[src/hw/adcsop_regs.vh]
// register map, field positions, reset values and timing counts
`ifndef ADCSOP_REGS_VH
`define ADCSOP_REGS_VH

// ==========================================================
// register offsets (byte addresses)
`define ADCSOP_CTRL_ADDR        8'h00
`define ADCSOP_STATUS_ADDR      8'h04
`define ADCSOP_RESULT_ADDR      8'h08

// ==========================================================
// control register fields (write one to start)
`define ADCSOP_CTRL_CAL_BIT     0
`define ADCSOP_CTRL_SYNC_BIT    1
`define ADCSOP_CTRL_RST_BIT     2

// ==========================================================
// status register fields
`define ADCSOP_STAT_VALID_BIT   0
`define ADCSOP_STAT_SKIP_BIT    1
`define ADCSOP_STAT_CLOCK_EDGE_SELECT_BIT    2
`define ADCSOP_STAT_FRAME_FORMAT_SELECT_BIT    3
`define ADCSOP_STAT_SKIP_LSB    8
`define ADCSOP_STAT_SKIP_MSB    14

// ==========================================================
// reset values
`define ADCSOP_RESULT_RESET     16'h0000
`define ADCSOP_BIT_RESET        5'h1f
`define ADCSOP_SKIP_RESET       7'h00

// ==========================================================
// timing counts, in master clock cycles, bit clock cycles or results
`define ADCSOP_VALID_HOLD       8192
`define ADCSOP_FRAME_LAST       5'h1f
`define ADCSOP_DATA_BITS        5'h10
`define ADCSOP_SKIP_RESULTS     7'h7f

`endif

[src/hw/adcsop_sync.v]
// two flip-flop synchroniser for a group of pin inputs
module adcsop_sync #(
   parameter WIDTH = 5
) (
   // clock and reset
   input  wire             clk_in,
   input  wire             resetn_in,
   // pins and synchronised copies
   input  wire [WIDTH-1:0] async_in,
   output wire [WIDTH-1:0] sync_out
);

   reg [WIDTH-1:0] meta_q;
   reg [WIDTH-1:0] stable_q;

   // ======================================================
   // one pair of stages per pin
   genvar i;
   generate
      for (i = 0; i < WIDTH; i = i + 1) begin : g_bit
         always @(posedge clk_in) begin
            if (!resetn_in) begin
               meta_q[i]   <= 1'b0;
               stable_q[i] <= 1'b0;
            end else begin
               meta_q[i]   <= async_in[i];
               stable_q[i] <= meta_q[i];
            end
         end
      end
   endgenerate

   assign sync_out = stable_q;

endmodule

[src/hw/adcsop_hold.v]
// result-valid hold-off timer
`include "adcsop_regs.vh"
module adcsop_hold #(
   parameter HOLD_CYCLES = `ADCSOP_VALID_HOLD
) (
   // clock and reset
   input  wire clk_in,
   input  wire resetn_in,
   // restart of the hold-off window
   input  wire load_in,
   // result valid level
   output reg  valid_out
);

   localparam [14:0] HOLD_LOAD = HOLD_CYCLES[14:0];

   reg [14:0] count_q;
   reg [14:0] count_d;

   // ======================================================
   // countdown; a new load restarts the whole window
   always @* begin
      count_d = count_q;
      if (load_in) begin
         count_d = HOLD_LOAD;
      end else if (count_q != 15'h0000) begin
         count_d = count_q - 15'h0001;
      end
   end

   // reset itself opens a full window: valid stays low after reset
   always @(posedge clk_in) begin
      if (!resetn_in) begin
         count_q   <= HOLD_LOAD;
         valid_out <= 1'b0;
      end else begin
         count_q   <= count_d;
         valid_out <= (count_d == 15'h0000);
      end
   end

endmodule

[src/hw/adcsop_port.v]
// serial output port of the converter, with wishbone control registers
//
// What this block does
// - valid high when accurate; low 8192 cycles
// - edge select low: falling, or rising
// - edge select high: rising, or falling
// - time slot level picks active enable
// - drive data only when enable equals slot
// - format low: one-bit pulse every 32
// - format high: sync low over 16 bits
// - sync input rise restarts the frame
// - next 127 results flagged, valid stays
// - aligned sync edges leave frame untouched
// - steady sync input means free running
// - bit clock is half master clock
// - frame lasts 32 bit clocks
// - msb first, then sixteen zeros
// - frame sync marks each word start
//
// Added by the designer: register access over Wishbone and the placing of the registers.
`include "adcsop_regs.vh"
module adcsop_port #(
   parameter VALID_HOLD_CYCLES = `ADCSOP_VALID_HOLD
) (
   // clock and reset
   input  wire        CLOCK_IN,
   input  wire        RESETN_IN,
   // wishbone slave
   input  wire        WB_CYC_IN,
   input  wire        WB_STB_IN,
   input  wire        WB_WE_IN,
   input  wire [7:0]  WB_ADR_IN,
   input  wire [3:0]  WB_SEL_IN,
   input  wire [31:0] WB_DAT_IN,
   output reg  [31:0] WB_DAT_OUT,
   output wire        WB_ACK_OUT,
   // conversion results from the filter
   input  wire [15:0] RESULT_IN,
   input  wire        RESULT_STROBE_IN,
   input  wire        OVERRANGE_IN,
   // configuration and sync pins
   input  wire        CLOCK_EDGE_SELECT_IN,
   input  wire        FRAME_FORMAT_SELECT_IN,
   input  wire        TIME_SLOT_LEVEL_IN,
   input  wire        SERIAL_OUT_ENABLE_IN,
   input  wire        FRAME_SYNC_IN,
   // serial link
   output reg         BIT_CLOCK_OUT,
   output reg         FRAME_SYNC_OUT,
   output reg         SERIAL_DATA_OUT,
   output reg         SERIAL_DATA_OE_OUT,
   output wire        RESULT_VALID_OUT
);

   // =======================================================
   // pin synchronisation
   wire [4:0] pins_s;
   wire       clock_edge_select_s;
   wire       frame_format_select_s;
   wire       tsi_s;
   wire       oe_s;
   wire       fsi_s;

   adcsop_sync #(
      .WIDTH     (5)
   ) u_sync (
      .clk_in    (CLOCK_IN),
      .resetn_in (RESETN_IN),
      .async_in  ({FRAME_SYNC_IN, SERIAL_OUT_ENABLE_IN,
                   TIME_SLOT_LEVEL_IN, FRAME_FORMAT_SELECT_IN,
                   CLOCK_EDGE_SELECT_IN}),
      .sync_out  (pins_s)
   );

   assign clock_edge_select_s = pins_s[0];
   assign frame_format_select_s = pins_s[1];
   assign tsi_s  = pins_s[2];
   assign oe_s   = pins_s[3];
   assign fsi_s  = pins_s[4];

   // =======================================================
   // wishbone decode
   reg         ack_q;
   reg         cal_cmd;
   reg         sync_cmd;
   reg         rst_cmd;
   wire        wb_req;
   wire        wb_wr;
   wire [5:0]  wb_word;

   assign wb_req     = WB_CYC_IN & WB_STB_IN & ~ack_q;
   assign wb_wr      = wb_req & WB_WE_IN;
   assign wb_word    = WB_ADR_IN[7:2];
   assign WB_ACK_OUT = ack_q;

   function is_reg;
      input [5:0] word;
      input [7:0] addr;
      begin
         is_reg = (word == addr[7:2]);
      end
   endfunction

   // command strobes are one-cycle pulses, taken on the request cycle
   always @* begin
      cal_cmd  = 1'b0;
      sync_cmd = 1'b0;
      rst_cmd  = 1'b0;
      if (wb_wr && WB_SEL_IN[0] &&
          is_reg(wb_word, `ADCSOP_CTRL_ADDR)) begin
         cal_cmd  = WB_DAT_IN[`ADCSOP_CTRL_CAL_BIT];
         sync_cmd = WB_DAT_IN[`ADCSOP_CTRL_SYNC_BIT];
         rst_cmd  = WB_DAT_IN[`ADCSOP_CTRL_RST_BIT];
      end
   end

   // =======================================================
   // result holding register
   reg [15:0] result_q;

   always @(posedge CLOCK_IN) begin
      if (!RESETN_IN || rst_cmd) begin
         result_q <= `ADCSOP_RESULT_RESET;
      end else if (RESULT_STROBE_IN) begin
         result_q <= RESULT_IN;
      end
   end

   // =======================================================
   // result valid hold-off
   wire hold_load;

   // overrange and each started cal, sync or reset drop valid
   assign hold_load = OVERRANGE_IN | cal_cmd | sync_cmd | rst_cmd;

   adcsop_hold #(
      .HOLD_CYCLES (VALID_HOLD_CYCLES)
   ) u_hold (
      .clk_in      (CLOCK_IN),
      .resetn_in   (RESETN_IN),
      .load_in     (hold_load),
      .valid_out   (RESULT_VALID_OUT)
   );

   // =======================================================
   // frame sync input edge
   reg  fsi_prev_q;
   wire fsi_rise;

   // a steady level never produces a rise, so frames just free-run
   assign fsi_rise = fsi_s & ~fsi_prev_q;

   always @(posedge CLOCK_IN) begin
      if (!RESETN_IN) begin
         fsi_prev_q <= 1'b0;
      end else begin
         fsi_prev_q <= fsi_s;
      end
   end

   // =======================================================
   // frame timing
   reg        phase_q;
   reg        phase_d;
   reg [4:0]  bit_q;
   reg [4:0]  bit_d;
   reg [15:0] shift_q;
   reg [15:0] shift_d;
   reg        clock_edge_select_q;
   reg        clock_edge_select_d;
   reg        frame_format_select_q;
   reg        frame_format_select_d;
   wire       frame_end;
   wire       ext_restart;
   wire       restart;
   wire       start;
   wire       data_fall_valid;

   // last master cycle of the last bit of the frame
   assign frame_end = phase_q & (bit_q == `ADCSOP_FRAME_LAST);

   // a rise landing on the natural frame start changes nothing
   assign ext_restart = fsi_rise & ~frame_end;
   assign restart     = ext_restart | sync_cmd | rst_cmd;
   assign start       = frame_end | restart;

   always @* begin
      phase_d = ~phase_q;
      bit_d   = bit_q;
      shift_d = shift_q;
      clock_edge_select_d  = clock_edge_select_q;
      frame_format_select_d  = frame_format_select_q;
      if (start) begin
         // reload and restart the bit clock at a word boundary
         phase_d = 1'b0;
         bit_d   = 5'h00;
         shift_d = result_q;
         clock_edge_select_d  = clock_edge_select_s;
         frame_format_select_d  = frame_format_select_s;
      end else if (phase_q) begin
         bit_d   = bit_q + 5'h01;
         // zeros shift in behind the lsb for the back half
         shift_d = {shift_q[14:0], 1'b0};
      end
   end

   // data changes at each bit start; the clock is turned so that
   // the chosen edge falls in the middle of the bit
   assign data_fall_valid = ~(clock_edge_select_d ^ frame_format_select_d);

   always @(posedge CLOCK_IN) begin
      if (!RESETN_IN) begin
         phase_q <= 1'b1;
         bit_q   <= `ADCSOP_BIT_RESET;
         shift_q <= `ADCSOP_RESULT_RESET;
         clock_edge_select_q  <= 1'b0;
         frame_format_select_q  <= 1'b0;
      end else begin
         phase_q <= phase_d;
         bit_q   <= bit_d;
         shift_q <= shift_d;
         clock_edge_select_q  <= clock_edge_select_d;
         frame_format_select_q  <= frame_format_select_d;
      end
   end

   // =======================================================
   // link outputs, all from flip-flops
   always @(posedge CLOCK_IN) begin
      if (!RESETN_IN) begin
         BIT_CLOCK_OUT      <= 1'b0;
         FRAME_SYNC_OUT     <= 1'b0;
         SERIAL_DATA_OUT    <= 1'b0;
         SERIAL_DATA_OE_OUT <= 1'b0;
      end else begin
         BIT_CLOCK_OUT   <= phase_d ^ data_fall_valid;
         SERIAL_DATA_OUT <= shift_d[15];
         if (frame_format_select_d) begin
            // low across the sixteen data bits
            FRAME_SYNC_OUT <= ~(bit_d < `ADCSOP_DATA_BITS);
         end else begin
            // high for the whole first bit of each frame
            FRAME_SYNC_OUT <= (bit_d == 5'h00);
         end
         // enable is active at whichever level the slot pin holds;
         // tying both low (single converter) keeps the pin driven
         SERIAL_DATA_OE_OUT <= (oe_s == tsi_s);
      end
   end

   // =======================================================
   // invalid-result window after an external sync
   reg [6:0] skip_q;

   // valid pin is untouched here; only the count is reported
   always @(posedge CLOCK_IN) begin
      if (!RESETN_IN || rst_cmd) begin
         skip_q <= `ADCSOP_SKIP_RESET;
      end else if (ext_restart) begin
         skip_q <= `ADCSOP_SKIP_RESULTS;
      end else if (RESULT_STROBE_IN && skip_q != 7'h00) begin
         skip_q <= skip_q - 7'h01;
      end
   end

   // =======================================================
   // wishbone answer: ack one cycle after the request is seen
   reg [31:0] rdata;

   always @* begin
      rdata = 32'h0000_0000;
      if (is_reg(wb_word, `ADCSOP_STATUS_ADDR)) begin
         rdata[`ADCSOP_STAT_VALID_BIT] = RESULT_VALID_OUT;
         rdata[`ADCSOP_STAT_SKIP_BIT]  = (skip_q != 7'h00);
         rdata[`ADCSOP_STAT_CLOCK_EDGE_SELECT_BIT]  = clock_edge_select_q;
         rdata[`ADCSOP_STAT_FRAME_FORMAT_SELECT_BIT]  = frame_format_select_q;
         rdata[`ADCSOP_STAT_SKIP_MSB:`ADCSOP_STAT_SKIP_LSB] = skip_q;
      end else if (is_reg(wb_word, `ADCSOP_RESULT_ADDR)) begin
         rdata[15:0] = result_q;
      end
   end

   // unmapped offsets and the control word read as zero
   always @(posedge CLOCK_IN) begin
      if (!RESETN_IN) begin
         ack_q      <= 1'b0;
         WB_DAT_OUT <= 32'h0000_0000;
      end else begin
         ack_q <= wb_req;
         if (wb_req && !WB_WE_IN) begin
            WB_DAT_OUT <= rdata;
         end
      end
   end

endmodule

[config.mk]
export PLATFORM = sky130hd
export DESIGN_NAME = adcsop_port
export DESIGN_NICKNAME = d
export VERILOG_FILES = /design/src/hw/adcsop_sync.v /design/src/hw/adcsop_hold.v /design/src/hw/adcsop_port.v
export VERILOG_INCLUDE_DIRS = /design/src /design/src/hw
export SDC_FILE = /design/constraint.sdc
export NUM_CORES = 1
export LEC_CHECK = 0
export BUFFER_PORTS_ARGS = -buffer_cell sky130_fd_sc_hd__buf_2
export CORE_ASPECT_RATIO = 0.9
export CORE_MARGIN = 4
export CORE_UTILIZATION = 29
export CTS_BUF_LIST = sky130_fd_sc_hd__clkbuf_16
export CTS_CLUSTER_DIAMETER = 60
export DETAILED_ROUTE_END_ITERATION = 10
export GPL_TIMING_DRIVEN = 0
export HOLD_SLACK_MARGIN = 0.06
export PLACE_DENSITY = 0.5
export SLEW_MARGIN = 20
export SYNTH_ARGS = -nofsm -noshare
export SYNTH_HDL_FRONTEND = slang
export SYNTH_HIERARCHICAL = 1
export SYNTH_SLANG_ARGS = --single-unit
[constraint.sdc]
create_clock -name CLOCK_IN -period 4.8 [get_ports CLOCK_IN]
set_input_delay 0.24 -clock CLOCK_IN [delete_from_list [all_inputs] [get_ports CLOCK_IN]]
set_output_delay 0.24 -clock CLOCK_IN [all_outputs]
set_load 0.01 [all_outputs]
Word level (Yosys, flattened, before mapping)
Index checks and enable logic that the tools add are counted.
- register bits after elaboration: 94
- output and inout bits: 38
- word-level logic and storage cells: 88
- add/subtract/negate cells: 3
- magnitude comparators: 1
- eq/ne operators: 4
- mux-type cells: 20
- bitwise logic cells: 20
- reduce and logical (&&, ||, !) cells: 14
- operator list (cell ; count):
    two-way mux 16 bit ; 3
    two-way mux 15 bit ; 2
    two-way mux 7 bit ; 3
    zero test 15 bit ; 1
    nonzero test 15 bit ; 1
    subtractor 15 x 1 -> 15 bit (second input constant) ; 1
    two-way mux 5 bit ; 2
    two-way mux 1 bit ; 8
    two-way mux 4 bit ; 2
    nonzero test 7 bit ; 1
    subtractor 7 x 1 -> 7 bit (second input constant) ; 1
    AND 1 bit ; 6
    == test 6 x 1 -> 1 bit (second input constant) ; 1
    == test 6 x 2 -> 1 bit (second input constant) ; 1
    zero test 6 bit ; 1
    inverter 1 bit ; 6
    bitwise OR 1 bit ; 6
    adder 5 x 1 -> 5 bit (second input constant) ; 1
    == test 5 bit (second input constant) ; 1
    zero test 5 bit ; 1
    < comparator 5 bit (second input constant) ; 1
    logical AND 1 bit ; 4
    nonzero test 2 bit ; 2
    zero test 1 bit ; 2
    3 further kinds ; 4

Logic depth before layout (Yosys ltp)
- word-level depth: 13
- depth in mapped cells: 8

Hierarchy
Netlist, hierarchy kept.
- by module, submodules not included (module ; times used ; cells an instance ; area an instance (um^2)):
    adcsop_port ; 1 ; 333 ; 3090.5
    adcsop_hold ; 1 ; 108 ; 899.6
    adcsop_sync ; 1 ; 20 ; 262.8

Worst setup path before layout
No wires, ideal clock.
- path kind: flip-flop to flip-flop
- start point: register u_hold.count_q[0]
- end point: register u_hold.valid_out
- data arrival time: 2.255 ns
- slack: 2.484 ns
- stages on the path, launching flop included: 9
- path buffers: 1
- period minus slack after synthesis: 2.316 ns
- cell sequence: dfxtp_1 inv_1 ha_1 or3b_1 buf_6 or2_4 or3_4 a2111oi_2 and4_1
- cells in the longest elaborated chain, start to end: 4
- RTL lines (item ; line ; text):
    from (decl) ; adcsop_hold.v:17 ; reg [14:0] count_q;
    from (signal assigned) ; adcsop_hold.v:37 ; count_q <= count_d;
    subtractor 15 x 1 -> 15 bit or nonzero test 15 bit (tied branches) ; adcsop_hold.v:27, adcsop_hold.v:26 ;
    two-way mux 15 bit * ; adcsop_hold.v:26 ; end else if (count_q != 15'h0000) begin
    two-way mux 15 bit * ; adcsop_hold.v:24 ; if (load_in) begin
    zero test 15 bit * ; adcsop_hold.v:38 ; valid_out <= (count_d == 15'h0000);
    to (signal assigned) ; adcsop_hold.v:38 ;
    to (decl) ; adcsop_hold.v:12 ; output reg valid_out
Mark *: on every way between the ends. The rest lies on a longest branch, timed or not.
A chain may end at the register's enable or synchronous reset.

Final worst setup path
Ends and elaborated chain as after synthesis.

==> metrics.md <==
| Metric | Value |
|---|---|
| Overflow left after global routing | 0 |
| Share of post-route cells with drive strength above 1 | 22.69% |
| YS warnings | 6 |
| Seq/Total Area, Yosys | 44.25% |
| CTS-repair resized insts | 0 |
| FF-to-FF End | u_hold/valid_out$_SDFF_PN0_ |
| Max-slew headroom | 56.25% |
| Unrepaired setup endpoints after global routing | false |
| Crit-path max FO | 10 |
| Clock transition at path regs | 0.07 ns |
| Via density | 4.778 |
| Max Fclk | 395.6 MHz |
| Ys async rst share | 0% |
| Row cnt | 41 |
| Antenna Nets Post-Route | 0 |
| R2R Path Start | u_hold/count_q[0]$_SDFF_PN0_ |
| TNS Setup | 0 ns |
| Hold Path Sink | u_sync/meta_q[3]$_SDFF_PN0_ |
| WHS | 0.1052 ns |
| CTS Hold Buffers Added | 0 |
| Die span in x | 135.7 um |
| Worst setup path class | reg -> reg |
| Primary FF master, synth | dfxtp_1 |
| CTS buffer count | 9 |
| R2r worst-path depth | 8 |
| First-pass GRT wire length | 18140 um |
| CP Capture Type | flip-flop |
| Hold Path Depth | 2 |
| Yosys reg bits | 94 |
| Number of fill cells | 1512 |
| Fin crit share | 52.67% |
| DP Wirelength | 8487 um |
| Placed Area | 4846 um2 |
| Final number of setup-violating endpoints | 0 |
| Cell Area, Synth | 4253 um2 |
| Min-delay src | SERIAL_OUT_ENABLE_IN |
| Flop2flop setup slack | 2.27 ns |
| Slew Viols, Final | 0 |
| Post-route design area | 5154 um2 |
| Leak | 2.233 nW |
| WL/cell | 15.08 um |
| GP Congestion | 0.8659 |
| Core area | 14210 um2 |
| Total GRT Usage | 14.01% |
| Synth cell types | 62 |
| Boundary pin count | 110 |
| Worst-Skew Late Latency | 0.34 ns |
| Initial Util | 29.93% |
| DRT Wirelength | 11220 um |
| Hold Path Class | in -> reg |
| 1st-iter DRT viols | 201 |
| Port Buffer Count | 59 |
| Minimum clock period | 2.528 ns |
| Max Root-Sink Buffers | 2 |
| Outcome | completed |
| Die Area | 16670 um2 |
| # DRC | 0 |
| DR pass1 iterations | 4 |
| Area of the multi-input gates | 2141 um2 |
| Via Count | 3555 |
| DIE HEIGHT | 122.9 um |
| Clock Sinks | 94 |
| Syn Inst Count | 461 |
| Worst-Margin Slew | 0.6538 ns |
| Worst Skew | 0.007577 ns |
| Vias in the first global route | 3351 |
| Startpoint class of the critical path | flip-flop |
| Largest net degree at the start of global routing | 18 |
| Fin nets | 623 |
| Root Buffer | clkbuf_16 |
| CTS tree | done |
| N_diodes | 0 |
| Seq. cell area | 1882 um2 |
| Worst endpoint required time | 5.08 ns |
| Cell Pwr Density | 455.7 nW/um2 |
| Setup bufs post-CTS | 0 |
| Syn Area/Cell | 9.225 um2 |
| Final Hold Fails | 0 |
| Number of flops mapped to enable cells by yosys | 0 |
| Synth-to-layout area growth | 21.18% |
| Arr. time, crit path | 2.81 ns |
| H-tree depth | 3 |
| Peak VDD IR | 0.0001628 V |
| Initial antenna violation count | 0 |
| Max-Cap Viols | 0 |
## layer usage
layer | share of wire, % | GRT usage, % | vias to the layer above
met5 | 0 | 0 | -
met4 | 0.71 | 3.715 | 0
met3 | 6.0 | 3.525 | 7
met2 | 43 | 20.74 | 85
met1 | 50 | 20.28 | 1660
li1 | - | - | 1803
## power breakdown
group | switching (mW) | internal [mW] | total (mW)
sequential | 0.0927 | 0.900 | 0.993
clock | 0.318 | 0.411 | 0.729
combinational | 0.347 | 0.280 | 0.627
## worst max path at each step
| stage | startpoint | to | slack, ns |
|---|---|---|---|
| floorplan | u_hold/count_q[0]$_SDFF_PN0_ | u_hold/valid_out$_SDFF_PN0_ | 2.48 |
| global placement | u_hold/count_q[0]$_SDFF_PN0_ | u_hold/valid_out$_SDFF_PN0_ | 2.26 |
| detailed placement | u_hold/count_q[0]$_SDFF_PN0_ | u_hold/valid_out$_SDFF_PN0_ | 2.29 |
| CTS | u_hold/count_q[0]$_SDFF_PN0_ | u_hold/valid_out$_SDFF_PN0_ | 2.26 |
| global route | u_hold/count_q[0]$_SDFF_PN0_ | u_hold/valid_out$_SDFF_PN0_ | 2.14 |
| finish | u_hold/count_q[0]$_SDFF_PN0_ | u_hold/valid_out$_SDFF_PN0_ | 2.27 |
## critical path, cell delays in order, from the launching register on
cell and delay (ns):
dfxtp_1 0.34, inv_1 0.09, ha_1 0.23, or3b_1 0.43, buf_6 0.17, or2_4 0.26, or3_4 0.35, a2111oi_2 0.35
and4_1 0.25
## synthesized netlist by cell type, types with 3 or more instances
| library cell | n | share of area [%] |
|---|---|---|
| a211oi_1 | 17 | 3.0 |
| a21oi_1 | 35 | 4.1 |
| a221oi_1 | 10 | 2.1 |
| a31oi_1 | 6 | 0.88 |
| and2_1 | 12 | 1.8 |
| and4_1 | 3 | 0.62 |
| buf_2 | 12 | 1.4 |
| buf_4 | 16 | 2.8 |
| clkbuf_1 | 12 | 1.1 |
| dfxtp_1 | 94 | 44 |
| ha_1 | 5 | 1.5 |
| inv_1 | 8 | 0.71 |
| mux2i_1 | 33 | 7.8 |
| nand2_1 | 16 | 1.4 |
| nand2b_1 | 4 | 0.59 |
| nand3_1 | 12 | 1.4 |
| nand4_1 | 4 | 0.59 |
| nor2_1 | 48 | 4.2 |
| nor3_1 | 6 | 0.71 |
| nor4_1 | 4 | 0.59 |
| o21ai_0 | 26 | 3.1 |
| or3_1 | 8 | 1.2 |
| or4_1 | 5 | 0.88 |
| xnor2_1 | 6 | 1.2 |
| xor2_1 | 10 | 2.1 |
## metrics by stage
stage                     worst slack (ns)  total power [mW]  utilization, %  std cells
after floorplan                      2.484             1.468               -        476
after global placement               2.264             1.622           34.10        728
after detailed placement             2.288             1.635           34.10        728
after CTS                            2.265             2.376           36.27        744
after global routing                 2.144             2.507           36.27        744
final                                2.272             2.349           36.27        744
## sequential cells by signal (all words and copies together), names as in the netlist
signal	count
WB_DAT_OUT	16
u_sync/meta_q	5
skip_q	7
frame_format_select_q	1
FRAME_SYNC_OUT	1
u_hold/valid_out	1
SERIAL_DATA_OE_OUT	1
u_hold/count_q	15
u_sync/sync_out	5
phase_q	1
clock_edge_select_q	1
WB_ACK_OUT	1
result_q	16
fsi_prev_q	1
BIT_CLOCK_OUT	1
shift_q	16
bit_q	5
## layout by cell type (no fill, tap or decap), types with 4 or more instances in the layout
cell type,instances
dfxtp_1,94
buf_2,71
nor2_1,48
a21oi_1,35
mux2i_1,33
o21ai_0,26
a211oi_1,17
nand2_1,16
buf_4,16
conb_1,16
clkbuf_1,12
nand3_1,12
and2_1,12
xor2_1,10
a221oi_1,10
clkbuf_16,9
inv_1,8
or3_1,8
nor3_1,6
a31oi_1,6
xnor2_1,6
or4_1,5
ha_1,5
nor4_1,4
nand2b_1,4
nand4_1,4
## logic make-up (layout without fill, tap and decap cells)
| logic type | after synthesis | after routing | synth area share (%) |
|---|---|---|---|
| mux | 34 | 34 | 8.032 |
| flops | 94 | 94 | 44.25 |
| other cells | 1 | 16 | 0.08818 |
| simple gates | 147 | 147 | 19.45 |
| buf+inv | 52 | 127 | 6.737 |
| compound gates | 112 | 112 | 16.68 |
| fa+ha+maj | 5 | 5 | 1.471 |
| xor+xnor | 16 | 16 | 3.295 |
## cell type report
cell class | instances | area share, %
plain buffers | 44 | 4.977
clock buffers | 9 | 4.370
clock inverters | 7 | 1.602
inverters | 8 | 0.5827
multi-input cells | 330 | 41.54
flip-flops and latches | 94 | 36.51
well taps | 193 | 4.686
repair buffers | 59 | 5.730
No activity file was read; power rests on OpenSTA's default activity.
